--- src/verilog/irc_pkg.sv ---
package irc_pkg;
  // Register byte addresses on the AXI4-Lite slave
  localparam int ADDR_W = 8;
  localparam logic [ADDR_W-1:0] OFS_EDGE = 8'h00;
  localparam logic [ADDR_W-1:0] OFS_PRI0 = 8'h04;
  localparam logic [ADDR_W-1:0] OFS_PRI1 = 8'h08;
  localparam logic [ADDR_W-1:0] OFS_PRI2 = 8'h0c;
  localparam logic [ADDR_W-1:0] OFS_GRP0 = 8'h10;
  localparam logic [ADDR_W-1:0] OFS_GRP1 = 8'h14;
  localparam logic [ADDR_W-1:0] OFS_GRP2 = 8'h18;
  localparam logic [1:0] RESP_OKAY = 2'h0;
  localparam logic [1:0] RESP_SLVERR = 2'h2;
  localparam logic [7:0] REG_RESET = 8'h00;

  // Edge selection codes and field positions
  localparam logic [1:0] EDGE_OFF = 2'h0;
  localparam logic [1:0] EDGE_RISE = 2'h1;
  localparam logic [1:0] EDGE_FALL = 2'h2;
  localparam logic [1:0] EDGE_BOTH = 2'h3;
  localparam int PIN_B_EDGE_LO = 2;
  localparam int PIN_A_EDGE_LO = 0;

  // Vectored sources: index into flag/enable vectors
  localparam int NVEC = 11;
  localparam int V_GRP1 = 0;
  localparam int V_GRP2 = 1;
  localparam int V_CONV = 2;
  localparam int V_TB0 = 3;
  localparam int V_TB1 = 4;
  localparam int V_PINB = 5;
  localparam int V_SIM = 6;
  localparam int V_UART = 7;
  localparam int V_PINA = 8;
  localparam int V_COMP = 9;
  localparam int V_GRP0 = 10;
  // Slices of the vectored bits held by each primary register
  localparam int PRI0_HI = 10;
  localparam int PRI0_LO = 8;
  localparam int PRI1_HI = 3;
  localparam int PRI1_LO = 0;
  localparam int PRI2_HI = 7;
  localparam int PRI2_LO = 4;

  // Grouped sources: 0 std P, 1 std A, 2 per P, 3 per A, 4 cmp P, 5 cmp A, 6 lowv, 7 eeprom
  localparam int NSUB = 8;
  localparam int GRP0_HI = 1;
  localparam int GRP0_LO = 0;
  localparam int GRP1_HI = 5;
  localparam int GRP1_LO = 2;
  localparam int GRP2_HI = 7;
  localparam int GRP2_LO = 6;

  // Program counter and stack
  localparam int PC_W = 13;
  localparam int STK_DEPTH = 8;
  localparam int SP_W = 4;
  localparam logic [SP_W-1:0] SP_FULL = 4'h8;

  // Vector table and priority defaults; element 0 of the order is highest
  localparam logic [PC_W-1:0] VEC_BASE_DEF = 13'h0004;
  localparam logic [PC_W-1:0] VEC_STEP_DEF = 13'h0004;
  localparam logic [NVEC*4-1:0] PRIO_DEF =
    {4'h7, 4'h6, 4'h5, 4'h4, 4'h3, 4'h2, 4'h1, 4'h0, 4'ha, 4'h9, 4'h8};

  // Peripheral event pulses
  typedef struct packed {
    logic [NSUB-1:0] sub;
    logic comp;
    logic conv;
    logic tb0;
    logic tb1;
    logic sim;
    logic uart;
  } irc_evt_t;

  // Core side request
  typedef struct packed {
    logic slot;
    logic callPush;
    logic retPop;
    logic retiPop;
    logic [PC_W-1:0] pcNext;
  } irc_core_req_t;

  // Core side answer
  typedef struct packed {
    logic pcLoad;
    logic [PC_W-1:0] pcTarget;
  } irc_core_rsp_t;
endpackage

--- src/verilog/irc_ctrl.sv ---
`timescale 1ns/10ps
// Functional notes
// RULE1 - Pin edge code: 00 off, 01 rising, 10 falling, 11 both edges.
// RULE2 - Edge register: pin B field in bits 3..2, pin A in 1..0.
// RULE3 - A source event sets that source's request flag.
// RULE4 - Flag with enable clear stays set but never causes a vector jump; grouped member enables are unused, member events still set the group flag.
// RULE5 - Global enable low blocks every interrupt.
// RULE6 - Taking an interrupt pushes next address and loads the vector.
// RULE7 - Return from interrupt pops the saved address back into the PC.
// RULE8 - Taking an interrupt clears the global enable.
// RULE9 - Requests while blocked still set flags and stay pending.
// RULE10 - Full stack blocks acknowledge until the pointer decrements.
// RULE11 - Software re-enabling globally in a handler allows nesting.
// RULE12 - Any flag becoming set wakes from sleep or idle, enables ignored.
// RULE13 - Only flags newly set during low power cause the wake.
// RULE14 - Own vectors and grouped vectors; fixed priority resolves ties.
// RULE15 - Primary register 0: grp0, comp, pin A flags, enables, global.
// RULE16 - Primary register 1: tb0, conv, grp2, grp1 flags then enables.
// RULE17 - Primary register 2: uart, sim, pin B, tb1 flags then enables.
// RULE18 - Grouped register 0: std timer A,P flags 5,4; enables 1,0.
// RULE19 - Grouped register 1: compact A,P, periodic A,P flags; enables.
// RULE20 - Grouped register 2: eeprom, low-voltage flags 5,4; enables 1,0.
// RULE21 - Unused bits read zero; all fields read/write, reset zero.
// RULE22 - Pin flag sets on the transition chosen by its edge field.
// RULE23 - Servicing an own-vector source clears its flag.
// RULE24 - Grouped flag sets on any member; service clears only group flag.
// RULE25 - Priority order and vector addresses come from parameters.
module irc_ctrl #(
  parameter logic [irc_pkg::PC_W-1:0] VEC_BASE = irc_pkg::VEC_BASE_DEF,
  parameter logic [irc_pkg::PC_W-1:0] VEC_STEP = irc_pkg::VEC_STEP_DEF,
  parameter logic [irc_pkg::NVEC*4-1:0] PRIO_ORDER = irc_pkg::PRIO_DEF
) (
  input wire logic mclk, // System clock
  input wire logic rst, // Async reset, high
  input wire logic [irc_pkg::ADDR_W-1:0] awaddr, // Write address
  input wire logic awvalid, // Write address valid
  output logic awready, // Write address ready
  input wire logic [31:0] wdata, // Write data
  input wire logic [3:0] wstrb, // Write strobes
  input wire logic wvalid, // Write data valid
  output logic wready, // Write data ready
  output logic [1:0] bresp, // Write response
  output logic bvalid, // Write response valid
  input wire logic bready, // Write response ready
  input wire logic [irc_pkg::ADDR_W-1:0] araddr, // Read address
  input wire logic arvalid, // Read address valid
  output logic arready, // Read address ready
  output logic [31:0] rdata, // Read data
  output logic [1:0] rresp, // Read response
  output logic rvalid, // Read data valid
  input wire logic rready, // Read data ready
  input wire logic extIrqPinA, // External pin A
  input wire logic extIrqPinB, // External pin B
  input wire irc_pkg::irc_evt_t evt, // Peripheral event pulses
  input wire irc_pkg::irc_core_req_t coreReq, // Core requests
  input wire logic lowPower, // Core in sleep or idle
  output irc_pkg::irc_core_rsp_t coreRsp, // PC load to core
  output logic [irc_pkg::SP_W-1:0] stackLevel, // Stack depth used
  output logic wakeReq // Wake request level
);
  import irc_pkg::*;

  logic [3:0] edgeSel_r;
  logic emi_r;
  logic [NVEC-1:0] vFlag_r;
  logic [NVEC-1:0] vEn_r;
  logic [NSUB-1:0] sFlag_r;
  logic [NSUB-1:0] sEn_r;
  logic [3:0] edgeSw;
  logic emiSw;
  logic [NVEC-1:0] vFlagSw;
  logic [NVEC-1:0] vEnSw;
  logic [NSUB-1:0] sFlagSw;
  logic [NSUB-1:0] sEnSw;
  logic [NVEC-1:0] vSet;
  logic [NVEC-1:0] svcClr;
  logic [NVEC-1:0] pend;
  logic wrRdy_r;
  logic bvalid_r;
  logic [1:0] bresp_r;
  logic rdRdy_r;
  logic rvalid_r;
  logic [1:0] rresp_r;
  logic [31:0] rdata_r;
  logic wrFire;
  logic [2:0] pinASync_r;
  logic [2:0] pinBSync_r;
  logic hitA;
  logic hitB;
  logic [PC_W-1:0] stk [STK_DEPTH];
  logic [SP_W-1:0] sp_r;
  logic [SP_W-1:0] spDec;
  logic take;
  logic push;
  logic pop;
  logic [3:0] winner;
  logic [PC_W-1:0] vecAddr;
  irc_core_rsp_t coreRsp_r;
  logic [NVEC+NSUB-1:0] flagPrev_r;
  logic wake_r;
  logic [NVEC-1:0] oneHot;

  // True for an implemented register address
  function automatic logic isMapped(input logic [ADDR_W-1:0] a);
    return a inside {OFS_EDGE, OFS_PRI0, OFS_PRI1, OFS_PRI2,
                     OFS_GRP0, OFS_GRP1, OFS_GRP2};
  endfunction

  // Edge match for one pin from its code and the sampled transition
  function automatic logic edgeHit(input logic [1:0] sel,
                                   input logic rise, input logic fall);
    return ((sel == EDGE_RISE) && rise) || ((sel == EDGE_FALL) && fall) ||
           ((sel == EDGE_BOTH) && (rise || fall));
  endfunction

  // Highest priority pending source, scanning from lowest upward
  function automatic logic [3:0] pickSrc(input logic [NVEC-1:0] p);
    logic [3:0] w;
    w = PRIO_ORDER[3:0];
    for (int i = NVEC - 1; i >= 0; i--) begin
      if (p[PRIO_ORDER[i*4 +: 4]]) begin
        w = PRIO_ORDER[i*4 +: 4];
      end
    end
    return w;
  endfunction

  // Register read image; unused bits are zero
  // RULE21 unused read zero
  function automatic logic [7:0] regRead(input logic [ADDR_W-1:0] a);
    logic [7:0] d;
    d = REG_RESET;
    case (a)
      OFS_EDGE: d = {4'h0, edgeSel_r};
      OFS_PRI0: d = {1'b0, vFlag_r[PRI0_HI:PRI0_LO], vEn_r[PRI0_HI:PRI0_LO], emi_r};
      OFS_PRI1: d = {vFlag_r[PRI1_HI:PRI1_LO], vEn_r[PRI1_HI:PRI1_LO]};
      OFS_PRI2: d = {vFlag_r[PRI2_HI:PRI2_LO], vEn_r[PRI2_HI:PRI2_LO]};
      OFS_GRP0: d = {2'h0, sFlag_r[GRP0_HI:GRP0_LO], 2'h0, sEn_r[GRP0_HI:GRP0_LO]};
      OFS_GRP1: d = {sFlag_r[GRP1_HI:GRP1_LO], sEn_r[GRP1_HI:GRP1_LO]};
      OFS_GRP2: d = {2'h0, sFlag_r[GRP2_HI:GRP2_LO], 2'h0, sEn_r[GRP2_HI:GRP2_LO]};
      default: d = REG_RESET;
    endcase
    return d;
  endfunction

  // Write channel: both channels taken together, one response each
  always_ff @(posedge mclk or posedge rst) begin
    if (rst) begin
      wrRdy_r <= 1'b0;
      bvalid_r <= 1'b0;
      bresp_r <= RESP_OKAY;
    end else begin
      wrRdy_r <= awvalid && wvalid && !wrRdy_r && !bvalid_r;
      if (wrRdy_r) begin
        bvalid_r <= 1'b1;
        bresp_r <= isMapped(awaddr) ? RESP_OKAY : RESP_SLVERR;
      end else if (bready && bvalid_r) begin
        bvalid_r <= 1'b0;
      end
    end
  end

  // Read channel: data sampled at the address handshake
  always_ff @(posedge mclk or posedge rst) begin
    if (rst) begin
      rdRdy_r <= 1'b0;
      rvalid_r <= 1'b0;
      rresp_r <= RESP_OKAY;
      rdata_r <= 32'h0000_0000;
    end else begin
      rdRdy_r <= arvalid && !rdRdy_r && !rvalid_r;
      if (rdRdy_r) begin
        rvalid_r <= 1'b1;
        rresp_r <= isMapped(araddr) ? RESP_OKAY : RESP_SLVERR;
        rdata_r <= {24'h00_0000, regRead(araddr)};
      end else if (rready && rvalid_r) begin
        rvalid_r <= 1'b0;
      end
    end
  end

  assign wrFire = wrRdy_r && wstrb[0];

  // Software view after a write: the low byte replaces the register
  always_comb begin
    edgeSw = edgeSel_r;
    emiSw = emi_r;
    vFlagSw = vFlag_r;
    vEnSw = vEn_r;
    sFlagSw = sFlag_r;
    sEnSw = sEn_r;
    if (wrFire) begin
      case (awaddr)
        // RULE2 edge fields
        OFS_EDGE: edgeSw = wdata[3:0];
        // RULE15 primary reg 0
        OFS_PRI0: begin
          vFlagSw[PRI0_HI:PRI0_LO] = wdata[6:4];
          vEnSw[PRI0_HI:PRI0_LO] = wdata[3:1];
          emiSw = wdata[0];
        end
        // RULE16 primary reg 1
        OFS_PRI1: begin
          vFlagSw[PRI1_HI:PRI1_LO] = wdata[7:4];
          vEnSw[PRI1_HI:PRI1_LO] = wdata[3:0];
        end
        // RULE17 primary reg 2
        OFS_PRI2: begin
          vFlagSw[PRI2_HI:PRI2_LO] = wdata[7:4];
          vEnSw[PRI2_HI:PRI2_LO] = wdata[3:0];
        end
        // RULE18 grouped reg 0
        OFS_GRP0: begin
          sFlagSw[GRP0_HI:GRP0_LO] = wdata[5:4];
          sEnSw[GRP0_HI:GRP0_LO] = wdata[1:0];
        end
        // RULE19 grouped reg 1
        OFS_GRP1: begin
          sFlagSw[GRP1_HI:GRP1_LO] = wdata[7:4];
          sEnSw[GRP1_HI:GRP1_LO] = wdata[3:0];
        end
        // RULE20 grouped reg 2
        OFS_GRP2: begin
          sFlagSw[GRP2_HI:GRP2_LO] = wdata[5:4];
          sEnSw[GRP2_HI:GRP2_LO] = wdata[1:0];
        end
        default: edgeSw = edgeSel_r;
      endcase
    end
  end

  // Pin synchronisers plus one history stage for edge detection
  always_ff @(posedge mclk or posedge rst) begin
    if (rst) begin
      pinASync_r <= 3'h0;
      pinBSync_r <= 3'h0;
    end else begin
      pinASync_r <= {pinASync_r[1:0], extIrqPinA};
      pinBSync_r <= {pinBSync_r[1:0], extIrqPinB};
    end
  end

  // RULE1 RULE22 edge select
  assign hitA = edgeHit(edgeSel_r[PIN_A_EDGE_LO +: 2],
                        pinASync_r[1] && !pinASync_r[2], !pinASync_r[1] && pinASync_r[2]);
  assign hitB = edgeHit(edgeSel_r[PIN_B_EDGE_LO +: 2],
                        pinBSync_r[1] && !pinBSync_r[2], !pinBSync_r[1] && pinBSync_r[2]);

  // RULE3 RULE24 source set events
  always_comb begin
    vSet = '0;
    vSet[V_GRP0] = |evt.sub[GRP0_HI:GRP0_LO];
    vSet[V_GRP1] = |evt.sub[GRP1_HI:GRP1_LO];
    vSet[V_GRP2] = |evt.sub[GRP2_HI:GRP2_LO];
    vSet[V_CONV] = evt.conv;
    vSet[V_TB0] = evt.tb0;
    vSet[V_TB1] = evt.tb1;
    vSet[V_PINB] = hitB;
    vSet[V_SIM] = evt.sim;
    vSet[V_UART] = evt.uart;
    vSet[V_PINA] = hitA;
    vSet[V_COMP] = evt.comp;
  end

  // RULE4 RULE14 enabled pending and priority pick
  assign pend = vFlag_r & vEn_r;
  assign winner = pickSrc(pend);
  // RULE25 vector from parameters
  assign vecAddr = VEC_BASE + PC_W'(VEC_STEP * {9'h000, winner});

  // RULE5 RULE10 take only with global enable and room on the stack
  assign take = emi_r && (sp_r != SP_FULL) && coreReq.slot && (|pend) &&
                !coreReq.callPush && !coreReq.retPop && !coreReq.retiPop;
  assign oneHot = NVEC'(1);
  // RULE23 service clears own flag
  assign svcClr = take ? (oneHot << winner) : '0;

  // Flags: hardware set wins over software or service clear
  // RULE9 flags latch while blocked
  always_ff @(posedge mclk or posedge rst) begin
    if (rst) begin
      vFlag_r <= '0;
      sFlag_r <= '0;
    end else begin
      vFlag_r <= vSet | (vFlagSw & ~svcClr);
      // RULE24 member flags untouched by service
      sFlag_r <= evt.sub | sFlagSw;
    end
  end

  // Enables and edge selection, software owned
  // RULE21 reset to zero
  always_ff @(posedge mclk or posedge rst) begin
    if (rst) begin
      vEn_r <= '0;
      sEn_r <= '0;
      edgeSel_r <= 4'h0;
    end else begin
      vEn_r <= vEnSw;
      sEn_r <= sEnSw;
      edgeSel_r <= edgeSw;
    end
  end

  // Global enable: cleared on entry, software may set it again
  // RULE8 RULE11 global enable
  always_ff @(posedge mclk or posedge rst) begin
    if (rst) begin
      emi_r <= 1'b0;
    end else begin
      emi_r <= take ? 1'b0 : emiSw;
    end
  end

  // Stack control
  assign push = take || (coreReq.callPush && (sp_r != SP_FULL));
  assign pop = (coreReq.retPop || coreReq.retiPop) && !coreReq.callPush &&
               (sp_r != 4'h0);
  assign spDec = sp_r - 4'h1;

  // RULE6 push next address
  always_ff @(posedge mclk) begin
    if (push) begin
      stk[sp_r[2:0]] <= coreReq.pcNext;
    end
  end

  // Stack pointer
  always_ff @(posedge mclk or posedge rst) begin
    if (rst) begin
      sp_r <= 4'h0;
    end else if (push) begin
      sp_r <= sp_r + 4'h1;
    end else if (pop) begin
      sp_r <= spDec;
    end
  end

  // RULE6 RULE7 PC load with vector or popped address
  always_ff @(posedge mclk or posedge rst) begin
    if (rst) begin
      coreRsp_r <= '0;
    end else begin
      coreRsp_r.pcLoad <= take || pop;
      if (take) begin
        coreRsp_r.pcTarget <= vecAddr;
      end else if (pop) begin
        coreRsp_r.pcTarget <= stk[spDec[2:0]];
      end
    end
  end

  // RULE12 RULE13 wake on a flag newly set in low power
  always_ff @(posedge mclk or posedge rst) begin
    if (rst) begin
      flagPrev_r <= '0;
      wake_r <= 1'b0;
    end else begin
      flagPrev_r <= {vFlag_r, sFlag_r};
      wake_r <= lowPower && (wake_r || (|({vFlag_r, sFlag_r} & ~flagPrev_r)));
    end
  end

  // Outputs straight from flops
  assign awready = wrRdy_r;
  assign wready = wrRdy_r;
  assign bvalid = bvalid_r;
  assign bresp = bresp_r;
  assign arready = rdRdy_r;
  assign rvalid = rvalid_r;
  assign rresp = rresp_r;
  assign rdata = rdata_r;
  assign coreRsp = coreRsp_r;
  assign stackLevel = sp_r;
  assign wakeReq = wake_r;
endmodule

--- config.mk ---
export PLATFORM = sky130hd
export DESIGN_NAME = irc_ctrl
export DESIGN_NICKNAME = d
export VERILOG_FILES = /design/src/verilog/irc_pkg.sv /design/src/verilog/irc_ctrl.sv
export SDC_FILE = /design/constraint.sdc
export NUM_CORES = 1
export LEC_CHECK = 0
export CAP_MARGIN = 20
export CORE_MARGIN = 3
export CORE_UTILIZATION = 30
export CTS_CLUSTER_DIAMETER = 80
export DETAILED_ROUTE_END_ITERATION = 7
export DONT_BUFFER_PORTS = 1
export GPL_ROUTABILITY_DRIVEN = 0
export PLACE_DENSITY_LB_ADDON = 0.08
export SYNTH_ARGS = -nofsm -noshare
export SYNTH_HDL_FRONTEND = slang
export SYNTH_SLANG_ARGS = --single-unit
--- constraint.sdc ---
create_clock -name mclk -period 4.55 [get_ports mclk]
set_input_delay 0.91 -clock mclk [delete_from_list [all_inputs] [get_ports mclk]]
set_output_delay 0.91 -clock mclk [all_outputs]
set_load 0.01 [all_outputs]
* Yosys cells after proc, flatten, opt, wreduce, memory -nomap -nowiden
Memory sizes are Yosys's and may differ from the RTL's. Cells that the tools add are included.
Storage, ports and cells: bits in latches 0, memories kept 1, RAM bits 104, register bits after elaboration 103, output and inout bits 60, input bits 93, logic and storage cells 164, memory bits (read-only) 0
Memory list:
- stk | depth 8, bits a word 13, read ports 1, clocked after Yosys merged registers in 0, write ports 1, line irc_ctrl.sv:90 | logic [PC_W-1:0] stk [STK_DEPTH];
Operators by class: order comparisons 0, divide/modulo/power cells 0, add/subtract/negate cells 3, reductions and logical operators 73, equal/unequal tests 19, shift operators 1, bitwise operators 7, multiply operators 0, mux-type cells 36
Operator list (number):
- 4-bit 2-to-1 mux | 16
- 8-bit one-hot mux with 7 select lines | 1
- 8-bit by 5-bit == test with 1-bit output, second input constant | 6
- 8-bit by 4-bit == test with 1-bit output, second input constant | 4
- 1-bit logical AND | 28
- 13-bit 2-to-1 mux | 2
- 11-bit AND | 2
- 11-bit 2-to-1 mux | 2
- 19-bit AND | 1
- 19-bit inverter | 1
- 19-bit OR reduction | 1
- 8-bit by 3-bit == test with 1-bit output, second input constant | 2
- 8-bit logical NOT | 2
- 2-bit AND reduction | 8
- 7-bit nonzero test | 2
- 2-bit nonzero test | 6
- 1-bit logical NOT | 11
- 11-bit inverter | 1
- 11-bit bitwise OR | 1
- 11-bit OR reduction | 1
- 1-bit by 4-bit << shifter with 11-bit output, first input constant | 1
- 1-bit logical OR | 10
- 1-bit 2-to-1 mux | 9
- 2-bit == test, second input constant | 4
- 12 further kinds | 17

* Longest topological paths before layout
Gate-level depths: netlist of the first run.
depth in word-level cells 17, mapped depth 11, gate-level depth less buffers 8

* Worst setup path after synthesis of the first run
No wires, ideal clock.
path kind register to register, from register sp_r[0] (netlist: stackLevel[0]), to memory stk[4][0], enable pin, arrival time 3.242 ns, library setup time 0.422 ns, cell stages (with the launch flop) 9, clock period less this slack 3.664 ns, buffers on the path 2, path slack 0.886 ns, required time 4.128 ns, cells stage by stage dfrtp_1 buf_2 buf_1 inv_1 ha_1 nand3b_1 a21oi_1 a21o_1 nor4b_1
Between the ends: longest elaborated chain between the ends 10, elaborated cells between the ends (all ways) 11, classes of those cells eq/ne (1); mux (2); reduce/logical (8)
Ends and longest elaborated chain:
- start, declared | line irc_ctrl.sv:91 | logic [SP_W-1:0] sp_r;
- start signal, assigned | line irc_ctrl.sv:333 | sp_r <= sp_r + 4'h1;
- start signal, assigned | line irc_ctrl.sv:335 | sp_r <= spDec;
- 4-bit inequality test | line irc_ctrl.sv:272, irc_ctrl.sv:316
- 1-bit logical AND (4 in series) | line irc_ctrl.sv:272 | assign take = emi_r && (sp_r != SP_FULL) && coreReq.slot && (|pend) &&
- 1-bit logical AND (2 in series) | line irc_ctrl.sv:273 | !coreReq.callPush && !coreReq.retPop && !coreReq.retiPop;
- 1-bit logical OR | line irc_ctrl.sv:316 | assign push = take || (coreReq.callPush && (sp_r != SP_FULL));
- 1-bit 2-to-1 mux | line irc_ctrl.sv:323 | if (push) begin
- 1-bit 2-to-1 mux (not written as such) | line irc_ctrl.sv:324 | stk[sp_r[2:0]] <= coreReq.pcNext;
- end, declared | line irc_ctrl.sv:90
Several ways; a longest one is shown, not always the timed one.

* Worst setup path in the final report of the first run
from register sp_r[1] (netlist: stackLevel[1]), to memory stk[6][9], enable pin
The elaborated chain is that of the path after synthesis.

==> impl_metrics.csv, run 1 <==
group,metric,value,unit
yosys,synth_edf_count,104,
yosys,ys_types,63,
worst_hold_path,hp-class,"reg2reg",
finish,fillers,2792,
sta,hold_viol_final,0,
sta,relSlewSlack,0.309,
routing,drtIter0Drc,323,
floorplanning,dieHeight,179,um
yosys,synth_area,8940,um^2
placed_design,placed_area,9410,um^2
floorplanning,initial_core_util,0.308,
worst_setup_path,crit_path_max_fanout,10,
routing,wl_per_cell,21.7,um
placed_design,dp.cells,993,
finish,antennaDiodeCount,0,
sta,worst_pin_slew,1.04,ns
floorplanning,std_cell_rows,62,
finish,layoutNonFillerInstCount,1040,
yosys,synth_flop_cell,"edfxtp_1",
floorplanning,die_width,179,um
global_routing,grt_max_degree,63,
clocking,cts_setup_buffers,0,
floorplanning,die-area,31900,um^2
routing,drt_wl_total,22500,um
sta,timing.final.max_slew_violations,0,
clocking,root_buffer,"clkbuf_16",
clocking,ctsResizeCount,0,
clocking,cts_inserted_buffers,25,
finish,layout_common_cells,"104 x edfxtp_1, 100 x dfrtp_1, 48 x inv_1",
worst_setup_path,cp.arrival,3.47,ns
finish,final_common_cell,"edfxtp_1",
clocking,ctsHoldBuffers,0,
sta,timing.setup.tns,0,ns
sta,max_freq,307,MHz
routing,remaining_drc_errors,0,
worst_setup_path,worstPathRequired,4.76,ns
yosys,yosysSeqAreaShare,0.632,
power_and_ir_drop,power_density,546,nW/um^2
routing,route.vias.total,5191,
run,max_cap_violations,0,
sta,rsz0062_at_grt,"false",
global_routing,grtUsageTotal,0.142,
global_routing,overflow,0,
clocking,cts.sinks,205,
floorplanning,io_pins,153,
clocking,cts_tree,"built",
yosys,synth_top_area_frac,0.349,
finish,final_layout_size_suffix_gt1_frac,0.198,
routing,drtPass1Iterations,5,
yosys,synthesis.instances,618,
status,outcome,"completed",
sta,finalCritPeriodShare,0.716,
finish,area_growth,15.0,%
routing,ant_nets,0,
sta,period_minus_slack,3.26,ns
yosys,async_flop_share,0.493,
power_and_ir_drop,p_leak,3.91,nW
power_and_ir_drop,ir_drop,0.262,mV
worst_setup_path,path_class,"reg2reg",
worst_setup_path,cp-start-kind,"flip-flop",
clocking,cts_buffer_depth,3,
worst_setup_path,cp-end-kind,"flip-flop",
finish,fin_area,10300,um^2
global_routing,antenna_found_initial,0,
routing,viasPerCell,4.99,
yosys,synth-seq-cells,205,
clocking,h-tree-depth,1,
yosys,avgSynthCellArea,14.5,um^2
yosys,synth_top_area_cell,"edfxtp_1",
sta,finalSetupViolCount,0,
placed_design,portBuffers,0,
sta,holdWs,0.352,ns
yosys,synth.area.top_cells,"edfxtp_1 35%, dfrtp_1 28%, mux4_2 6.6%, mux2_2 3.3%, mux2i_1 3.0%",
yosys,yosys_warnings,0,
clocking,clock_latency,0.52,ns
global_routing,grt_pass1_wl,33900,um
floorplanning,core,29000,um^2
finish,num-nets-final,740,
sta,skew,0.0115,ns
placed_design,dpl.hpwl,15700,um
clocking,clk_pin_slew,0.06,ns
global_routing,grt_pass1_vias,5335,
==> power by group <==
part	leakage (nW)	internal, mW	switching [mW]	total (mW)
Sequential	2.09	2.16	0.179	2.34
Clock	0.422	1.29	0.785	2.08
Combinational	1.40	0.557	0.648	1.21
Total	3.91	4.01	1.61	5.62
==> state kept, by name, indices dropped and copies added (netlist names), 3 cells and up <==
| register | flops |
|---|---|
| coreRsp | 14 |
| edgeSel_r | 4 |
| flagPrev_r | 19 |
| pinASync_r | 3 |
| pinBSync_r | 3 |
| rdata | 8 |
| sEn_r | 8 |
| sFlag_r | 8 |
| stackLevel | 4 |
| stk | 104 |
| vEn_r | 11 |
| vFlag_r | 11 |
==> logic make-up after synthesis <==
kind of cell / after synthesis / synth area share
AOI/OAI and AO/OA: 108 / 0.0910
xor gates and xnor gates: 4 / 0.00392
adders and majority gates: 10 / 0.0140
buffers and inverters: 97 / 0.0529
DFF: 205 / 0.632
muxes: 81 / 0.131
other: 1 / 0.000419
and+or+nand+nor: 112 / 0.0747
==> final cells by class <==
class / instances / area (um^2) / area share
Multi-Input combinational cell: 341 / 2980 / 0.290
Clock inverter: 15 / 194 / 0.0189
Inverter: 49 / 186 / 0.0181
Sequential cell: 205 / 5650 / 0.550
Tap cell: 384 / 480 / 0.0467
Clock buffer: 31 / 678 / 0.0659
Timing Repair Buffer: 15 / 110 / 0.0107
==> routing by layer <==
metal / share of wire / track usage / vias to the layer above
li1: - / - / 2338
met1: 0.41 / 0.178 / 2635
met2: 0.48 / 0.235 / 181
met3: 0.085 / 0.0460 / 37
met4: 0.025 / 0.0409 / 0
met5: 0 / 0 / -
==> Yosys cell counts (all sizes together), types with 8 or more instances <==
master,count
a22oi,8
mux4,26
a21oi,13
nand2,28
o22ai,12
edfxtp,104
nor3,9
ha,10
a21o,10
clkbuf,13
nor2,22
dfrtp,101
mux2,28
buf,35
mux2i,27
a211o,8
inv,49
==> critical path: stages (launching register included) <==
cell and delay (ns):
dfrtp_1 0.71, inv_1 0.29, ha_1 0.34, nand3b_1 0.18
a21oi_1 0.09, a21o_1 0.24, nor4b_2 0.75, buf_4 0.35
==> final timing paths <==
path                                    start             to  slack, ns  depth (start not counted)
worst max-delay path            stackLevel[1]      stk[6][9]       1.29                          7
worst min-delay path            pinASync_r[0]  pinASync_r[1]       0.35                          0
worst max register to register  stackLevel[1]      stk[6][9]       1.29                          7
worst min register to register  pinASync_r[0]  pinASync_r[1]       0.35                          0
max in group asynchronous                 rst  flagPrev_r[3]       3.06                          2
min in group asynchronous                 rst  pinASync_r[0]       0.43                          1
==> metrics by stage <==
stage	setup WS, ns	total power, mW	util
global placement	1.25	3.62	0.324
global route	1.03	5.90	0.354
floorplan	0.886	3.23	-
finish	1.29	5.62	0.354
detailed placement	1.16	3.62	0.324
CTS	1.23	5.72	0.354
No activity file was read; power rests on OpenSTA's default activity.
==> run 2, diff against run 1 <==
--- a/config.mk
+++ b/config.mk
@@ -5,6 +5,7 @@
 export SDC_FILE = /design/constraint.sdc
 export NUM_CORES = 1
 export LEC_CHECK = 0
+export ABC_AREA = 1
 export CAP_MARGIN = 20
 export CORE_MARGIN = 3
 export CORE_UTILIZATION = 30
==> constraint.sdc (replaced) <==
create_clock -name mclk -period 3.3 [get_ports mclk]
set_input_delay 0.66 -clock mclk [delete_from_list [all_inputs] [get_ports mclk]]
set_output_delay 0.66 -clock mclk [all_outputs]
set_load 0.01 [all_outputs]
==> run 2 against run 1 <==
Net effect: synthesized area grew 1.8%; clock power grew 30%; final cell count grew 26%; critical path depth grew 3; critical endpoint is now stk[1][11]; global-route usage grew 0.72 points; largest power group unchanged.
==> impl_metrics.csv, run 2 <==
group,metric,value,unit
floorplanning,io_pins,153,
sta,finalCritPeriodShare,0.797,
clocking,cts.sinks,205,
yosys,synth_top_area_frac,0.343,
placed_design,placed_area,9510,um^2
power_and_ir_drop,ir_drop,0.399,mV
yosys,ys_types,49,
yosys,yosys.cell_count.top_type,"nand2_1",
floorplanning,dieHeight,180,um
global_routing,grt_pass1_vias,6229,
placed_design,dp.cells,1269,
worst_setup_path,cp.arrival,2.87,ns
finish,largest_reg_flops,104,
yosys,netlist_top_cells_count,"229 x nand2_1, 104 x edfxtp_1, 101 x dfrtp_1",
global_routing,grtUsageTotal,0.149,
clocking,clk_pin_slew,0.06,ns
sta,rsz0062_at_grt,"false",
finish,fin_area,10300,um^2
floorplanning,die-area,32500,um^2
yosys,yosys_warnings,0,
clocking,h-tree-depth,1,
sta,timing.final.max_slew_violations,0,
yosys,synthesis.instances,889,
yosys,synth.area.top_cells,"edfxtp_1 34%, dfrtp_1 28%, nand2_1 9.4%, inv_1 3.6%, o21ai_0 3.0%",
global_routing,grt_pass1_wl,38200,um
routing,remaining_drc_errors,0,
floorplanning,die_width,180,um
routing,drt_wl_total,24500,um
routing,wl_per_cell,18.6,um
worst_hold_path,hp-class,"in2async",
yosys,synth_area,9100,um^2
finish,num-nets-final,1010,
yosys,async_flop_share,0.493,
power_and_ir_drop,p_leak,4.41,nW
global_routing,overflow,0,
sta,worst_pin_slew,0.848,ns
sta,timing.setup.tns,0,ns
floorplanning,std_cell_rows,63,
finish,final_common_cell,"nand2_1",
sta,period_minus_slack,2.63,ns
worst_setup_path,crit_path_max_fanout,10,
finish,antennaDiodeCount,0,
sta,holdWs,0.112,ns
yosys,synth_flop_cell,"edfxtp_1",
yosys,synth_top_area_cell,"edfxtp_1",
yosys,avgSynthCellArea,10.2,um^2
clocking,ctsResizeCount,0,
floorplanning,core,29800,um^2
sta,hold_viol_final,0,
yosys,synth_edf_count,104,
clocking,clock_latency,0.53,ns
global_routing,antenna_found_initial,0,
worst_setup_path,cp-end-kind,"flip-flop",
yosys,synth-seq-cells,205,
placed_design,dpl.hpwl,16800,um
power_and_ir_drop,power_density,790,nW/um^2
floorplanning,initial_core_util,0.305,
finish,layoutNonFillerInstCount,1315,
clocking,cts_buffer_depth,3,
routing,viasPerCell,4.59,
clocking,cts_setup_buffers,0,
finish,final_util,0.346,
yosys,yosysSeqAreaShare,0.621,
clocking,root_buffer,"clkbuf_16",
finish,area_growth,13.4,%
clocking,cts_tree,"built",
clocking,cts_inserted_buffers,26,
sta,skew,0.0107,ns
worst_setup_path,cp-start-kind,"flip-flop",
worst_setup_path,path_class,"reg2reg",
status,outcome,"completed",
routing,drtIter0Drc,285,
finish,final_layout_size_suffix_gt1_frac,0.0951,
sta,max_freq,380,MHz
sta,relSlewSlack,0.430,
routing,drtPass1Iterations,7,
run,max_cap_violations,0,
global_routing,grt_max_degree,102,
sta,finalSetupViolCount,0,
routing,ant_nets,0,
worst_setup_path,worstPathRequired,3.54,ns
finish,layout_common_cells,"229 x nand2_1, 104 x edfxtp_1, 100 x dfrtp_1",
placed_design,portBuffers,0,
routing,route.vias.total,6031,
clocking,ctsHoldBuffers,0,
## run 2: worst paths after layout
kind / startpoint / endpoint / slack (ns) / cells after the start
max: stackLevel[1] / stk[1][11] / 0.67 / 10
min: rst / flagPrev_r[2] / 0.11 / 2
max reg2reg: stackLevel[1] / stk[1][11] / 0.67 / 10
min reg2reg: pinASync_r[0] / pinASync_r[1] / 0.36 / 0
max in group asynchronous: rst / stackLevel[0] / 2.63 / 2
min in group mclk: extIrqPinB / pinBSync_r[0] / 0.16 / 0
## run 2: metal layers
layer	vias up	wire, um	global-route usage
li1	3005	-	-
met1	2874	10400	0.183
met2	116	12400	0.269
met3	36	1100	0.0343
met4	0	559	0.0319
met5	-	0	0
## run 2: power by group
| part | internal (mW) | switching, mW |
|---|---|---|
| sequential | 3.04 | 0.243 |
| combinational | 0.705 | 1.47 |
| clock | 1.60 | 1.10 |
| total | 5.34 | 2.81 |
## run 2: area by class of cell
type	instances	area, um^2
repair buffers	20	175
well taps	390	488
flip-flops and latches	205	5650
clock inverters	14	133
clock buffers	32	673
fillers	3057	19500
inverters	93	355
multi-input cells	561	2840
## run 2: cells by family after synthesis
family          share of synthesized area
simple gates                        0.166
fa+ha+maj                          0.0137
flops                               0.621
compound gates                      0.117
buf+inv                            0.0777
xor+xnor                          0.00467
other cells                      0.000412
## run 2: critical path, cell delays in order (launching register included)
cell     delay [ns]
dfrtp_1        0.54
inv_1          0.15
ha_1           0.25
nand2_1        0.11
nor2_1         0.07
nor2_2         0.15
nand2_2        0.13
nand2_2        0.16
nand2_1        0.13
nor3_2         0.41
buf_12         0.22
## run 2: through the flow
| step | setup WS (ns) | power, mW |
|---|---|---|
| 2_1_floorplan | 0.141 | 4.84 |
| 5_1_grt | 0.427 | 8.73 |
| 3_5_place_dp | 0.600 | 5.58 |
| 4_1_cts | 0.579 | 8.35 |
| 6_report | 0.671 | 8.15 |
| 3_3_place_gp | 0.612 | 5.59 |
